[src/core/exec_pkg.sv]
package exec_pkg;

	// Prefix and opcode bytes seen by the decoder.
	localparam logic [7:0] PFX_EXTENDED = 8'hed;
	localparam logic [7:0] PFX_INDEX_X = 8'hdd;
	localparam logic [7:0] PFX_INDEX_Y = 8'hfd;
	localparam logic [7:0] OPC_DIGIT_ROTATE = 8'h67;
	localparam logic [7:0] OPC_SUB_IMMEDIATE = 8'hde;
	localparam logic [4:0] OPC_SUB_GROUP = 5'h13;
	localparam logic [1:0] OPC_RESTART_TOP = 2'h3;
	localparam logic [2:0] OPC_RESTART_LOW = 3'h7;
	localparam int PFX_INDEX_SELECT_BIT = 5;

	// Three-bit operand fields of the subtract group.
	localparam logic [2:0] FLD_ZERO = 3'h0;
	localparam logic [2:0] FLD_PAIR_X = 3'h1;
	localparam logic [2:0] FLD_PAIR_Y = 3'h2;
	localparam logic [2:0] FLD_PAIR_XY = 3'h3;
	localparam logic [2:0] FLD_INDEX_HIGH = 3'h4;
	localparam logic [2:0] FLD_INDEX_LOW = 3'h5;
	localparam logic [2:0] FLD_MEMORY = 3'h6;
	localparam logic [2:0] FLD_DIRECT = 3'h7;

	// Flag byte layout.
	localparam int FLAG_S = 7;
	localparam int FLAG_Z = 6;
	localparam int FLAG_H = 4;
	localparam int FLAG_PV = 2;
	localparam int FLAG_N = 1;
	localparam int FLAG_C = 0;

	localparam logic [15:0] STACK_STEP = 16'h0002;

	// Register map of the plain software port.
	localparam logic [3:0] REG_CTRL = 4'h0;
	localparam logic [3:0] REG_STATUS = 4'h4;
	localparam logic [3:0] REG_LAST_FLAGS = 4'h8;
	localparam int CTRL_ENABLE_BIT = 0;
	localparam int STATUS_BUSY_BIT = 0;
	localparam int STATUS_ILLEGAL_BIT = 1;

	typedef enum logic [1:0] {ST_IDLE, ST_ISSUE, ST_CAPTURE, ST_PUSH_HIGH} exec_state_e;
	typedef enum logic [1:0] {K_NONE, K_ROTATE, K_SUBTRACT, K_RESTART} op_kind_e;

	typedef struct packed {
		logic hasPrefix;
		logic [7:0] prefix;
		logic [7:0] opcode;
		logic [7:0] ext0;
		logic [7:0] ext1;
	} instr_s;

	typedef struct packed {
		logic [7:0] a;
		logic [7:0] f;
		logic [7:0] b;
		logic [7:0] c;
		logic [7:0] d;
		logic [7:0] e;
		logic [7:0] h;
		logic [7:0] l;
		logic [15:0] ix;
		logic [15:0] iy;
		logic [15:0] sp;
		logic [15:0] pc;
	} regs_s;

	typedef struct packed {
		logic done;
		logic illegal;
		logic accWe;
		logic flagsWe;
		logic spWe;
		logic pcWe;
		logic [7:0] acc;
		logic [7:0] flags;
		logic [15:0] sp;
		logic [15:0] pc;
	} result_s;

	typedef struct packed {
		logic rd;
		logic wr;
		logic [15:0] addr;
		logic [7:0] wdata;
	} mem_s;

	typedef struct packed {
		exec_state_e st;
		op_kind_e kind;
		logic execDisable;
		logic illegalSticky;
		logic busy;
		logic [7:0] acc;
		logic [7:0] flags;
		logic [7:0] src;
		logic [15:0] addr;
		logic [7:0] lastFlags;
		logic [7:0] rdData;
		result_s res;
		mem_s mem;
	} state_s;

endpackage

[src/core/digit_rotate_restart_subtract_exec.sv]
// The register offsets and strobed register access were left to the implementer.
`timescale 1ns/1ps
module digit_rotate_restart_subtract_exec
	import exec_pkg::*;
(
	input wire logic clk,
	input wire logic resetn,
	input wire logic ce,
	input wire logic instValid,
	input wire instr_s instData,
	input wire regs_s regs,
	input wire logic [7:0] memRdata,
	input wire logic [3:0] regAddr,
	input wire logic [7:0] regWdata,
	input wire logic regWr,
	input wire logic regRd,
	output logic [7:0] regRdata,
	output logic busy,
	output result_s result,
	output mem_s mem
);

	state_s q;
	state_s n;

	function automatic logic [7:0] regByte(input logic [2:0] sel, input regs_s r);
		case (sel)
			3'h0: regByte = r.b;
			3'h1: regByte = r.c;
			3'h2: regByte = r.d;
			3'h3: regByte = r.e;
			3'h4: regByte = r.h;
			3'h5: regByte = r.l;
			3'h7: regByte = r.a;
			default: regByte = 8'h00;
		endcase
	endfunction

	function automatic logic [15:0] pairBase(input logic [2:0] sel, input regs_s r);
		case (sel)
			FLD_PAIR_X: pairBase = r.ix;
			FLD_PAIR_Y: pairBase = r.iy;
			default: pairBase = {r.h, r.l};
		endcase
	endfunction

	// Returns the new accumulator in the high byte and new flags in the low byte.
	function automatic logic [15:0] subtractWithBorrow(input logic [7:0] a,
		input logic [7:0] s, input logic [7:0] f);
		logic [8:0] diff;
		logic [4:0] low;
		logic [7:0] fo;
		diff = {1'b0, a} - {1'b0, s} - {8'h00, f[FLAG_C]};
		low = {1'b0, a[3:0]} - {1'b0, s[3:0]} - {4'h0, f[FLAG_C]};
		fo = f;
		fo[FLAG_S] = diff[7];
		fo[FLAG_Z] = (diff[7:0] == 8'h00);
		fo[FLAG_H] = low[4];
		fo[FLAG_PV] = (a[7] != s[7]) && (diff[7] == s[7]);
		fo[FLAG_N] = 1'b1;
		fo[FLAG_C] = diff[8];
		subtractWithBorrow = {diff[7:0], fo};
	endfunction

	function automatic logic [7:0] rotateFlags(input logic [7:0] acc, input logic [7:0] f);
		logic [7:0] fo;
		fo = f;
		fo[FLAG_S] = acc[7];
		fo[FLAG_Z] = (acc == 8'h00);
		fo[FLAG_H] = 1'b0;
		fo[FLAG_PV] = ~^acc;
		fo[FLAG_N] = 1'b0;
		rotateFlags = fo;
	endfunction

	logic decodeNow;
	logic rotateHit;
	logic restartHit;
	logic plainSubHit;
	logic indexSubHit;
	logic [2:0] field;
	logic [15:0] indexReg;
	logic [15:0] disp16;
	logic [15:0] subPair;
	logic [7:0] rotAcc;

	assign decodeNow = instValid && (q.st == ST_IDLE) && !q.execDisable;
	assign field = instData.opcode[2:0];
	assign rotateHit = instData.hasPrefix && (instData.prefix == PFX_EXTENDED) &&
		(instData.opcode == OPC_DIGIT_ROTATE);
	assign restartHit = !instData.hasPrefix && (instData.opcode[7:6] == OPC_RESTART_TOP) &&
		(instData.opcode[2:0] == OPC_RESTART_LOW);
	assign plainSubHit = !instData.hasPrefix && (instData.opcode[7:3] == OPC_SUB_GROUP);
	assign indexSubHit = instData.hasPrefix && (instData.opcode[7:3] == OPC_SUB_GROUP) &&
		((instData.prefix == PFX_INDEX_X) || (instData.prefix == PFX_INDEX_Y));
	assign indexReg = instData.prefix[PFX_INDEX_SELECT_BIT] ? regs.iy : regs.ix;
	assign disp16 = {instData.ext1, instData.ext0};
	assign subPair = (field == FLD_PAIR_XY) ? regs.ix + regs.iy :
		{regs.h, regs.l} + pairBase(field, regs);
	assign rotAcc = {q.acc[7:4], memRdata[7:4]};

	always_comb begin
		n = q;
		n.res.done = 1'b0;
		n.res.illegal = 1'b0;
		n.res.accWe = 1'b0;
		n.res.flagsWe = 1'b0;
		n.res.spWe = 1'b0;
		n.res.pcWe = 1'b0;
		n.mem.rd = 1'b0;
		n.mem.wr = 1'b0;
		n.rdData = 8'h00;
		if (regRd) begin
			unique case (regAddr)
				REG_CTRL: n.rdData[CTRL_ENABLE_BIT] = !q.execDisable;
				REG_STATUS: begin
					n.rdData[STATUS_BUSY_BIT] = q.busy;
					n.rdData[STATUS_ILLEGAL_BIT] = q.illegalSticky;
				end
				REG_LAST_FLAGS: n.rdData = q.lastFlags;
				default: n.rdData = 8'h00;
			endcase
		end
		if (regWr && regAddr == REG_CTRL) begin
			n.execDisable = !regWdata[CTRL_ENABLE_BIT];
		end
		if (regWr && regAddr == REG_STATUS && regWdata[STATUS_ILLEGAL_BIT]) begin
			n.illegalSticky = 1'b0;
		end
		unique case (q.st)
			ST_IDLE: begin
				if (decodeNow) begin
					n.acc = regs.a;
					n.flags = regs.f;
					n.kind = K_SUBTRACT;
					n.mem.addr = {regs.h, regs.l};
					if (rotateHit) begin
						n.kind = K_ROTATE;
						n.mem.addr = {regs.h, regs.l};
						n.st = ST_ISSUE;
					end else if (restartHit) begin
						n.kind = K_RESTART;
						n.src = {2'h0, instData.opcode[5:3], 3'h0};
						n.addr = regs.sp - STACK_STEP;
						n.mem.addr = regs.sp - STACK_STEP;
						n.mem.wdata = regs.pc[7:0];
						n.mem.wr = 1'b1;
						n.st = ST_PUSH_HIGH;
					end else if (plainSubHit && field != FLD_MEMORY) begin
						n.src = regByte(field, regs);
						{n.res.acc, n.res.flags} = subtractWithBorrow(regs.a, n.src, regs.f);
						n.res.done = 1'b1;
					end else if (plainSubHit) begin
						n.st = ST_ISSUE;
					end else if (!instData.hasPrefix && instData.opcode == OPC_SUB_IMMEDIATE) begin
						n.src = instData.ext0;
						{n.res.acc, n.res.flags} = subtractWithBorrow(regs.a, n.src, regs.f);
						n.res.done = 1'b1;
					end else if (indexSubHit) begin
						n.st = ST_ISSUE;
						unique case (field)
							FLD_ZERO: n.mem.addr = instData.prefix[PFX_INDEX_SELECT_BIT] ?
								regs.pc + disp16 : regs.sp + disp16;
							FLD_PAIR_X, FLD_PAIR_Y, FLD_PAIR_XY:
								n.mem.addr = instData.prefix[PFX_INDEX_SELECT_BIT] ?
									pairBase(field, regs) + disp16 : subPair;
							FLD_INDEX_HIGH, FLD_INDEX_LOW: begin
								n.st = ST_IDLE;
								n.src = (field == FLD_INDEX_HIGH) ? indexReg[15:8] :
									indexReg[7:0];
								{n.res.acc, n.res.flags} = subtractWithBorrow(regs.a, n.src,
									regs.f);
								n.res.done = 1'b1;
							end
							FLD_MEMORY: n.mem.addr = indexReg + {{8{instData.ext0[7]}},
								instData.ext0};
							FLD_DIRECT: begin
								n.mem.addr = disp16;
								if (instData.prefix[PFX_INDEX_SELECT_BIT]) begin
									n.st = ST_IDLE;
									n.res.done = 1'b1;
									n.res.illegal = 1'b1;
								end
							end
						endcase
					end else begin
						n.kind = K_NONE;
						n.res.done = 1'b1;
						n.res.illegal = 1'b1;
					end
					n.mem.rd = (n.st == ST_ISSUE);
					n.res.accWe = n.res.done && !n.res.illegal;
					n.res.flagsWe = n.res.accWe;
				end else if (instValid && q.st == ST_IDLE) begin
					// A refused request must not leave the last instruction's kind behind.
					n.kind = K_NONE;
					n.res.done = 1'b1;
					n.res.illegal = 1'b1;
				end
			end
			ST_ISSUE: n.st = ST_CAPTURE;
			ST_CAPTURE: begin
				n.st = ST_IDLE;
				n.res.done = 1'b1;
				n.res.accWe = 1'b1;
				n.res.flagsWe = 1'b1;
				if (q.kind == K_ROTATE) begin
					n.src = memRdata;
					n.res.acc = rotAcc;
					n.res.flags = rotateFlags(rotAcc, q.flags);
					n.mem.wr = 1'b1;
					n.mem.wdata = {memRdata[3:0], q.acc[3:0]};
				end else begin
					n.src = memRdata;
					{n.res.acc, n.res.flags} = subtractWithBorrow(q.acc, memRdata, q.flags);
				end
			end
			ST_PUSH_HIGH: begin
				n.st = ST_IDLE;
				n.mem.wr = 1'b1;
				n.mem.addr = q.addr + 16'h0001;
				n.mem.wdata = regs.pc[15:8];
				n.res.done = 1'b1;
				n.res.spWe = 1'b1;
				n.res.sp = q.addr;
				n.res.pcWe = 1'b1;
				n.res.pc = {8'h00, q.src};
			end
		endcase
		if (n.res.illegal) begin
			n.illegalSticky = 1'b1;
		end
		if (n.res.flagsWe) begin
			n.lastFlags = n.res.flags;
		end
		n.busy = (n.st != ST_IDLE);
	end

	always_ff @(posedge clk or negedge resetn) begin
		if (!resetn) begin
			q <= '0;
		end else if (ce) begin
			q <= n;
		end
	end

	assign regRdata = q.rdData;
	assign busy = q.busy;
	assign result = q.res;
	assign mem = q.mem;
endmodule

[config.mk]
export PLATFORM = sky130hd
export DESIGN_NAME = digit_rotate_restart_subtract_exec
export DESIGN_NICKNAME = d
export VERILOG_FILES = /design/src/core/exec_pkg.sv /design/src/core/digit_rotate_restart_subtract_exec.sv
export SDC_FILE = /design/constraint.sdc
export NUM_CORES = 1
export LEC_CHECK = 0
export ABC_AREA = 1
export BUFFER_PORTS_ARGS = -buffer_cell sky130_fd_sc_hd__buf_2
export CORE_AREA = 2 2 205 207
export DETAILED_ROUTE_END_ITERATION = 8
export DIE_AREA = 0 0 207 209
export GPL_TIMING_DRIVEN = 0
export PLACE_DENSITY = 0.67
export SYNTH_ARGS = -nofsm -noshare
export SYNTH_HDL_FRONTEND = slang
export SYNTH_SLANG_ARGS = --single-unit
[constraint.sdc]
create_clock -name clk -period 2.5 [get_ports clk]
set_clock_uncertainty 0.2 [all_clocks]
set_input_delay 0.125 -clock clk [delete_from_list [all_inputs] [get_ports clk]]
set_output_delay 0.125 -clock clk [all_outputs]
set_load 0.005 [all_outputs]
---- Word level (Yosys, flattened, before mapping) ----
Cells that the tools add are included.
storage, ports and cells
  bits of input ports ..................... 187
  output and inout port bits .............. 89
  register bits ........................... 133
  logic and storage cells ................. 245
cells by class
  mux-type cells .......................... 101
  eq/ne operators ......................... 41
  add/subtract/negate cells ............... 24
  reduce and logical (&&, ||, !) cells .... 53
  bitwise logic cells ..................... 1
operator list
  kind                                                                  number
  16-bit two-way mux                                                    29
  8-bit two-way mux                                                     16
  16-bit adder                                                          6
  16-bit one-hot mux with 2 select lines                                3
  16-bit one-hot mux with 4 select lines                                1
  8-bit one-hot mux with 7 select lines                                 1
  24-bit two-way mux                                                    2
  8-bit logical NOT                                                     5
  2-bit two-way mux                                                     18
  8-bit by 8-bit subtractor with 9-bit output                           4
  9-bit by 1-bit subtractor with 9-bit output                           4
  8-bit == test, second input constant                                  4
  26-bit two-way mux                                                    1
  4-bit two-way mux                                                     6
  8-bit one-hot mux with 3 select lines                                 1
  4-bit by 4-bit subtractor with 5-bit output                           4
  5-bit by 1-bit subtractor with 5-bit output                           4
  1-bit logical AND                                                     19
  16-bit by 1-bit adder with 16-bit output, second input constant       1
  8-bit one-hot mux with 2 select lines                                 1
  16-bit by 2-bit subtractor with 16-bit output, second input constant  1
  1-bit two-way mux                                                     13
  3-bit == test, second input constant                                  4
  2-bit inequality test, second input constant                          5
  39 further kinds                                                      67

---- Longest topological paths before layout ----
Gate-level depths: netlist of run 1.
  depth in word-level cells ............... 22
  mapped depth ............................ 28
  gate-level depth less buffers ........... 27

---- Worst setup path after synthesis of run 1 ----
Ideal clock, no wire load.
  kind .................................... input -> register
  start ................................... input instData[16] (netlist bit)
  end ..................................... register q, in the netlist result[38]
  path slack .............................. -0.884 ns
  arrival time ............................ 3.121 ns
  required time ........................... 2.237 ns
  setup time .............................. 0.063 ns
  path buffers ............................ 0
  cell stages on the path ................. 24
  path through ............................ nand2_1 -> inv_1 -> nand2_1 -> inv_1 -> nand2_1 -> o21ai_0 -> a2111oi_0 -> fa_1 -> inv_1 -> fa_1 -> nand2_1 -> nand2_1 -> nand2_1 -> a21oi_1 -> o21ai_0 -> xor2_1 -> nand2_1 -> nor2_1 -> nand2_1 -> nand3_1 -> nand2_1 -> nand3_1 -> o21ai_0 -> inv_1
on the way
  longest elaborated chain between the ends .. 15
  elaborated cells on any way between the ends .. 37
  those cells by class .................... add/sub: 4; eq/ne: 9; mux: 16; reduce/logical: 8
RTL lines
  element                                      RTL line                                                                            text
  start: declaration                           digit_rotate_restart_subtract_exec.sv:10                                            input wire instr_s instData,
  3-bit == test (tied with other cells)        digit_rotate_restart_subtract_exec.sv:27, digit_rotate_restart_subtract_exec.sv:92
  8-bit one-hot mux with 7 select lines        digit_rotate_restart_subtract_exec.sv:27                                            case (sel)
  8-bit two-way mux                            digit_rotate_restart_subtract_exec.sv:149                                           end else if (plainSubHit && field != FLD_MEMORY) begin
  8-bit two-way mux                            digit_rotate_restart_subtract_exec.sv:141                                           end else if (restartHit) begin
  8-bit two-way mux                            digit_rotate_restart_subtract_exec.sv:137                                           if (rotateHit) begin
  8-bit two-way mux                            digit_rotate_restart_subtract_exec.sv:132                                           if (decodeNow) begin
  8-bit two-way mux                            digit_rotate_restart_subtract_exec.sv:130                                           unique case (q.st)
  8-bit by 8-bit subtractor with 9-bit output  digit_rotate_restart_subtract_exec.sv:53                                            diff = {1'b0, a} - {1'b0, s} - {8'h00, f[FLAG_C]};
  9-bit by 1-bit subtractor with 9-bit output  digit_rotate_restart_subtract_exec.sv:53
  8-bit logical NOT                            digit_rotate_restart_subtract_exec.sv:57                                            fo[FLAG_Z] = (diff[7:0] == 8'h00);
  16-bit two-way mux                           digit_rotate_restart_subtract_exec.sv:149
  16-bit two-way mux                           digit_rotate_restart_subtract_exec.sv:141
  16-bit two-way mux *                         digit_rotate_restart_subtract_exec.sv:137
  16-bit two-way mux *                         digit_rotate_restart_subtract_exec.sv:132
  16-bit one-hot mux with 2 select lines *     digit_rotate_restart_subtract_exec.sv:130
  end signal: assignment                       digit_rotate_restart_subtract_exec.sv:243                                           q <= n;
  end: declaration                             digit_rotate_restart_subtract_exec.sv:23                                            state_s q;
Mark *: on every way between the ends. The rest lies on a longest branch, timed or not. The select of a mux whose other input is x is not followed.
A chain may end at the register's enable or synchronous reset.

---- Worst setup path in the final report of run 1 ----
  start ................................... input instData[17] (netlist bit)
  end ..................................... register q[94] (netlist bit)
on the way
  longest elaborated chain between the ends .. 15
  elaborated cells on any way between the ends .. 54
  those cells by class .................... add/sub: 4; eq/ne: 9; mux: 30; reduce/logical: 11
RTL lines
  element                                                                        RTL line
  3-bit == test (tied with other cells)                                          digit_rotate_restart_subtract_exec.sv:27, digit_rotate_restart_subtract_exec.sv:92, digit_rotate_restart_subtract_exec.sv:161
  8-bit one-hot mux with 7 select lines (tied with other cells)                  digit_rotate_restart_subtract_exec.sv:27
  8-bit two-way mux (tied with other cells)                                      digit_rotate_restart_subtract_exec.sv:149
  8-bit two-way mux (tied with other cells)                                      digit_rotate_restart_subtract_exec.sv:141
  8-bit two-way mux (tied with other cells)                                      digit_rotate_restart_subtract_exec.sv:137
  8-bit two-way mux (tied with other cells)                                      digit_rotate_restart_subtract_exec.sv:132
  8-bit two-way mux (tied with other cells)                                      digit_rotate_restart_subtract_exec.sv:130
  8-bit by 8-bit subtractor with 9-bit output (tied with other cells)            digit_rotate_restart_subtract_exec.sv:53
  9-bit by 1-bit subtractor with 9-bit output (tied with other cells)            digit_rotate_restart_subtract_exec.sv:53
  8-bit logical NOT (tied with other cells)                                      digit_rotate_restart_subtract_exec.sv:57
  16-bit two-way mux (tied with other cells)                                     digit_rotate_restart_subtract_exec.sv:149
  16-bit two-way mux or 1-bit logical AND (tied branches)                        digit_rotate_restart_subtract_exec.sv:141, digit_rotate_restart_subtract_exec.sv:192
  16-bit two-way mux or 2-bit two-way mux (tied branches)                        digit_rotate_restart_subtract_exec.sv:137, digit_rotate_restart_subtract_exec.sv:132
  16-bit two-way mux or 2-bit one-hot mux with 2 select lines (tied branches)    digit_rotate_restart_subtract_exec.sv:132, digit_rotate_restart_subtract_exec.sv:130
  16-bit one-hot mux with 2 select lines or 2-bit AND reduction (tied branches)  --
Parallel ways exist; a longest one is shown, timed or not. The select of a mux whose other input is x is not followed.

==> results of run 1 <==
==> worst max-delay path, delay by kind of cell <==
| kind | cells | cell delay [ps] |
|---|---|---|
| buffers and inverters | 5 | 650 |
| AOI/OAI and AO/OA | 4 | 730 |
| adders and majority gates | 2 | 660 |
| xor gates and xnor gates | 1 | 170 |
| and+or+nand+nor | 10 | 1010 |
==> per-layer routing <==
metal  track usage  part of all wire  wire, µm
met3        0.0720             0.087      6640
met1         0.431              0.41     31200
met2         0.556              0.45     34500
met5             0           0.00016        12
met4         0.165             0.051      3890
==> cell usage in the layout (no fill, tap or decap), types with 33 or more instances in the layout <==
cell,Yosys,layout
a21oi_1,191,155
a21oi_2,1,36
buf_2,14,254
buf_4,90,173
dfrtp_1,128,128
dlygate4sd3_1,0,55
ha_1,140,108
inv_1,329,304
nand2_1,672,593
nand2_2,3,69
nand3_1,158,122
nor2_1,194,176
o21ai_0,212,146
o21ai_1,9,43
xor2_1,36,33
==> cell type report <==
cell class	instances	share of cell area
Antenna cell	2	0.000227
Buffer	150	0.0563
Clock buffer	21	0.0213
Clock inverter	10	0.00613
Inverter	345	0.0611
Multi-Input combinational cell	1905	0.549
Sequential cell	128	0.145
Tap cell	539	0.0306
Timing Repair Buffer	423	0.130
==> state kept, by name, indices dropped and copies added (netlist names) <==
| name | count |
|---|---|
| result | 44 |
| mem | 26 |
| busy | 1 |
| regRdata | 8 |
| q | 49 |
==> cell families (layout without fill, tap and decap cells) <==
| kind of cell | count (synthesis) | in the layout | share of synthesized area |
|---|---|---|---|
| flip-flops | 128 | 128 | 0.201 |
| other | 1 | 10 | 0.000236 |
| AO/OA/AOI/OAI | 556 | 556 | 0.198 |
| adder cells (fa/ha/maj) | 153 | 153 | 0.127 |
| buffers and inverters | 496 | 949 | 0.140 |
| AND/OR/NAND/NOR | 1118 | 1118 | 0.294 |
| multiplexers | 14 | 14 | 0.00944 |
| XOR/XNOR | 56 | 56 | 0.0309 |
==> timing repair <==
item / in CTS / in global routing
endpoints found under the hold margin: 183 / 0
resized for setup: 344 / 121
endpoints found under the setup margin: 109 / 117
pin swaps: 116 / 59
cloned: 4 / 0
setup buffers: 95 / 18
hold buffers: 55 / 0
==> how the worst max path moves through the flow <==
stage                             end         start
4_1_cts             q[94]$_DFFE_PN0P_  instData[17]
3_3_place_gp        q[94]$_DFFE_PN0P_  instData[16]
5_1_grt             q[94]$_DFFE_PN0P_  instData[17]
2_1_floorplan  result[38]$_DFFE_PN0P_  instData[17]
3_5_place_dp   result[46]$_DFFE_PN0P_  instData[16]
6_report            q[94]$_DFFE_PN0P_  instData[17]
==> per-stage QoR <==
step	hold WS, ps	setup TNS (ps)	power [µW]
floorplan	-371	-5880	6350
global placement	126	-139250	8200
detailed placement	-52.4	-61400	8260
CTS	2.39	-24940	11500
global route	23.9	-19980	12700
finish	16.4	-15840	11900
==> report_power, final <==
part | leakage, µW | switching [µW] | internal [µW] | total [µW]
logic | 0.00935 | 3720 | 2730 | 6450
registers | 0.00157 | 353 | 2540 | 2900
clock network | 0.000299 | 933 | 1640 | 2570
==> flow_summary.ini, run 1 <==
[critical_path]
reg2reg_slack_ps = -450
cp-end-kind = register
r2r-end = result[34]$_DFFE_PN0P_
path_cells = buf_12 -> buf_8 -> nand3_4 -> inv_4 -> buf_8 -> a22o_4 -> a2111oi_4 -> buf_6 -> fa_2 -> ha_4 -> o21ai_2 -> nand2_2 -> xor2_2 -> nor4_1 -> nand2_1 -> nor2_1 -> nand2_1 -> nand3_2 -> nand2_2 -> nand2_2 -> nand2_1 -> o21ai_1
cp_max_fo = 5
worst_path_max_delay_cell = fa_2
critPathLaunchType = input port
r2r_cells = 15
timing.rr.start = q[120]$_DFFE_PN0P_
critPathMaxStageDelay_ps = 480
cp.required_ps = 2660
crit_type = input port to register
worstPathArrival_ps = 3350

[worst_hold_path]
whs_endpoint = q[110]$_DFFE_PN0P_
hold_path_class = input port to register
worstHoldPathCells = 6
hold_start = regs[29]

[clock_tree]
ctsRootBufferMaster = clkbuf_16
cts_buffer_depth = 2
clkLatencyLatePin_ps = 430
numCtsBuffers = 17
cts_tree = built
h-tree-depth = 4
clock-sinks = 128
cts.clk_slew.worst_paths_ps = 60

[die]
core-area_mm2 = 0.0413
dieArea_mm2 = 0.0433
initial_utilization = 0.385
die-width_um = 207
chipHeight_um = 209
io_pins = 276
fp-row-count = 75

[placed_design]
place_congestion = 1.03
place_inst = 3325
port_buffers = 256
place_area_mm2 = 0.0183
hpwl_mm = 61.0
detailedPlace.worstSlack_ps = -1960

[global_routing]
grt_pass1_vias = 18700
antenna_found_initial = 1
grt_pass1_wl_mm = 112
grt-ovfl-total = 0
track_usage = 0.342
grt_max_degree = 71

[status]
violations = negative setup slack
outcome = finished, violations left

[flow_run]
drv_cap = 0

[timing]
max_freq_ghz = 0.313
tightest_slew_ps = 785
final.setup.worst_slack_ps = -694
finalHoldViolations = 0
slew_headroom = 0.470
final.min_clock_period_ps = 3190
finalCritPeriodShare = 1.28
finalMaxSlewViolations = 0
rsz0062_at_grt = true
setup_violations = 33

[cells_and_area]
fin_area_mm2 = 0.0220
multi_input_area_mm2 = 0.0121
areaGrowthSynthToFinish_pct = 38.7
register_area_mm2 = 0.00320
finalNonFillerCells = 3523
drive_gt1_frac = 0.297
final_nets = 3310
fill_cells = 4129
fin_util = 0.534

[synthesis]
synth.yosys.seq_area_share = 0.201
yosysTopAreaCellShare = 0.201
synth.area.top_cells = dfrtp_1 (20%), nand2_1 (16%), ha_1 (11%)
yosysUniqueCellTypes = 61
synthFlopType = dfrtp_1
yosys_warnings = 0
synthArstFlopShare = 1.00
synth_enable_flop_cells = 0
synth_top_area_cell = dfrtp_1
synth.most_common_cell = nand2_1
synth_common_cells = nand2_1 (672), inv_1 (329), o21ai_0 (212)
syn_inst = 2522
avgSynthCellArea_um2 = 6.30
ys_ff_latch = 128
synth_area_mm2 = 0.0159

[routing]
ant_nets = 0
wirelength_mm = 76.2
first_pass_iters = 7
first_iter_violations = 1776
vias = 19300
wl_per_cell_um = 21.6
drc = 0
routed_via_density = 5.49

[power]
p_leak_uw = 0.0112
ir_worst_vdd_v = 0.000484
powerDensity_mw_per_mm2 = 540
Note: power is estimated with default switching activity, not from simulation.
==> inputs of run 2 (changes only) <==
--- a/config.mk
+++ b/config.mk
@@ -6,9 +6,9 @@
 export NUM_CORES = 1
 export LEC_CHECK = 0
-export ABC_AREA = 1
+export ABC_AREA = 0
 export BUFFER_PORTS_ARGS = -buffer_cell sky130_fd_sc_hd__buf_2
-export CORE_AREA = 2 2 205 207
+export CORE_AREA = 2 2 200 202
 export DETAILED_ROUTE_END_ITERATION = 8
-export DIE_AREA = 0 0 207 209
+export DIE_AREA = 0 0 202 204
 export GPL_TIMING_DRIVEN = 0
 export PLACE_DENSITY = 0.67
==> constraint.sdc (replaced) <==
create_clock -name clk -period 2.5 [get_ports clk]
set_clock_uncertainty 0.2 [all_clocks]
set_input_delay 0.125 -clock clk [delete_from_list [all_inputs] [get_ports clk]]
set_output_delay 0.125 -clock clk [all_outputs]
set_load 0.1 [all_outputs]
==> flow_summary.ini, run 2 <==
[timing]
tightest_slew_ps = 1120
rsz0062_at_grt = true
slew_headroom = 0.249
final.min_clock_period_ps = 3410
setup_violations = 36
finalHoldViolations = 0
finalCritPeriodShare = 1.36
final.setup.worst_slack_ps = -906
finalMaxSlewViolations = 0
max_freq_ghz = 0.294

[placed_design]
place_area_mm2 = 0.0175
hpwl_mm = 51.4
place_congestion = 0.975
port_buffers = 255

[cells_and_area]
diodes = 0
drive_gt1_frac = 0.358
layout_common_cells = buf_2 (259), nand2_1 (244), buf_4 (195)
fin_area_mm2 = 0.0215
largest_register_ffs = 49
final_common_cell = buf_2
fin_util = 0.549
areaGrowthSynthToFinish_pct = 42.4
final_nets = 2746
largest-register = q

[critical_path]
r2r_cells = 12
critPathLaunchType = input port
reg2reg_slack_ps = -640
critPathMaxStageDelay_ps = 480
cp.required_ps = 2610
critPathBufInv = 6
cp.depth = 19
cp_max_fo = 6
endpoint = q[95]$_DFFE_PN0P_
r2r-end = result[34]$_DFFE_PN0P_
crit_type = input port to register
worstPathArrival_ps = 3510
path_cells = buf_8 -> buf_8 -> nor3b_4 -> buf_6 -> buf_6 -> buf_12 -> a22oi_2 -> nand2_2 -> a21oi_4 -> fa_2 -> ha_2 -> o21ai_4 -> a22oi_2 -> and4b_1 -> a311oi_4 -> buf_4 -> a311o_1 -> o22ai_4 -> mux2_4
cp-startpoint = instData[18]
worst_path_max_delay_cell = fa_2
critPathTopFamily = compound AO/OA/AOI/OAI gates
timing.rr.start = q[120]$_DFFE_PN0P_
cp-end-kind = register

[synthesis]
ys_ff_latch = 128
yosysTopAreaCellShare = 0.212
synth_enable_flop_cells = 0
synth.yosys.seq_area_share = 0.212
synth_top_area_cell = dfrtp_1
syn_inst = 1932
synthArstFlopShare = 1.00
yosysUniqueCellTypes = 97
synth_area_mm2 = 0.0151
synthFlopType = dfrtp_1
synth.most_common_cell = nand2_1
yosys_warnings = 0
synth_common_cells = nand2_1 (265), ha_1 (140), nor2_1 (139)
avgSynthCellArea_um2 = 7.82
synth.area.top_cells = dfrtp_1 (21%), ha_1 (12%), nand2_1 (6.6%)

[global_routing]
grt_pass1_vias = 16100
grt-ovfl-total = 0
grt_pass1_wl_mm = 97.1
grt_max_degree = 92
antenna_found_initial = 0
track_usage = 0.309

[clock_tree]
clkLatencyLatePin_ps = 430
cts_tree = built
cts_buffer_depth = 2
ctsRootBufferMaster = clkbuf_16
clock-sinks = 128
cts.clk_slew.worst_paths_ps = 60
h-tree-depth = 4
numCtsBuffers = 17

[routing]
drc = 1
first_pass_iters = 9
wirelength_mm = 66.8
wl_per_cell_um = 22.7
routed_via_density = 5.89
ant_nets = 0
vias = 17300
first_iter_violations = 1854

[die]
core-area_mm2 = 0.0392
die-width_um = 202
io_pins = 276
dieArea_mm2 = 0.0412
fp-row-count = 73
chipHeight_um = 204
initial_utilization = 0.386

[power]
ir_worst_vdd_v = 0.000408
powerDensity_mw_per_mm2 = 627
p_leak_uw = 0.00992

[status]
outcome = finished, violations left
violations = design-rule violations, negative setup slack

[flow_run]
drv_cap = 0

[worst_hold_path]
hold_path_class = input port to register
## run 2: cell count changes after synthesis, sizes merged, moves of 52 or more
cell / before / now
nand3: 158 / 44
nand2: 677 / 266
nor2: 202 / 141
inv: 342 / 119
a21oi: 192 / 136
o21ai: 222 / 137
xnor2: 20 / 72
## run 2: worst min-delay path by stage
stage,from,end,slack (ps),depth (start not counted)
floorplan,resetn,busy$_DFFE_PN0P_,-370,0
global placement,regWdata[0],q[138]$_DFFE_PN0P_,110,2
detailed placement,resetn,result[46]$_DFFE_PN0P_,-130,1
CTS,memRdata[6],result[42]$_DFFE_PN0P_,0.3,5
global route,regs[18],q[98]$_DFFE_PN0P_,30,4
finish,memRdata[6],result[42]$_DFFE_PN0P_,3,5
## run 2: worst register-to-register path, cell delays in order (launching register included)
cell and delay, ps:
dfrtp_1 340, inv_1 80, fa_2 550, inv_1 40
ha_1 160, o21ai_0 240, a31o_2 210, nand2_1 80
o211ai_1 390, xnor2_1 170, o22ai_1 140, a32oi_2 280
o21ai_1 120
## run 2: report_power, final
group          internal, µW  total [µW]  switching [µW]
logic                  2900        7900            4990
registers              2430        2770             342
clock network          1830        2820             992
## run 2: layer usage
layer	GRT usage	wire length, µm	vias to the layer above
met2	0.490	29700	971
met4	0.131	3090	0
met3	0.0371	5710	169
li1	-	-	7908
met5	0	0	-
met1	0.424	28300	8283
## run 2: repair_timing
item,4_1_cts,5_1_grt
pin swaps,119,78
setup endpoints to repair,93,77
hold buffers,62,0
resized for setup,269,131
cloned,1,0
hold endpoints to repair,175,0
setup buffers,89,44
## run 2: layout make-up
type                    count  area (µm²)
fillers                  3524       17700
inverters                 119         452
clock inverters            12         205
repair buffers            450        3100
clock buffers              20         457
well taps                 525         657
multi-input cells        1531       12200
plain buffers             159        1210
flip-flops and latches    128        3200
## run 2: metrics by stage
stage / hold WS [ps] / instances / TNS [ps] / total power, µW / setup slack [ps]
final: 3.43 / 2944 / -20180 / 13500 / -906
after global routing: 28.7 / 2944 / -23080 / 14000 / -982
after global placement: 105 / 2719 / -142090 / 9280 / -1920
after floorplan: -371 / 1939 / -16500 / 7740 / -859
after CTS: 0.280 / 2904 / -17480 / 13000 / -802
after detailed placement: -132 / 2720 / -59150 / 9350 / -1930
## run 2: cell families (layout without fill, tap and decap cells)
kind of cell	Yosys count	after routing	synth area share
AOI/OAI and AO/OA	582	582	0.257
xor gates and xnor gates	112	112	0.0649
adders and majority gates	153	153	0.133
buffers and inverters	280	760	0.0938
DFF	128	128	0.212
muxes	70	70	0.0509
other	1	8	0.000248
and+or+nand+nor	606	606	0.188
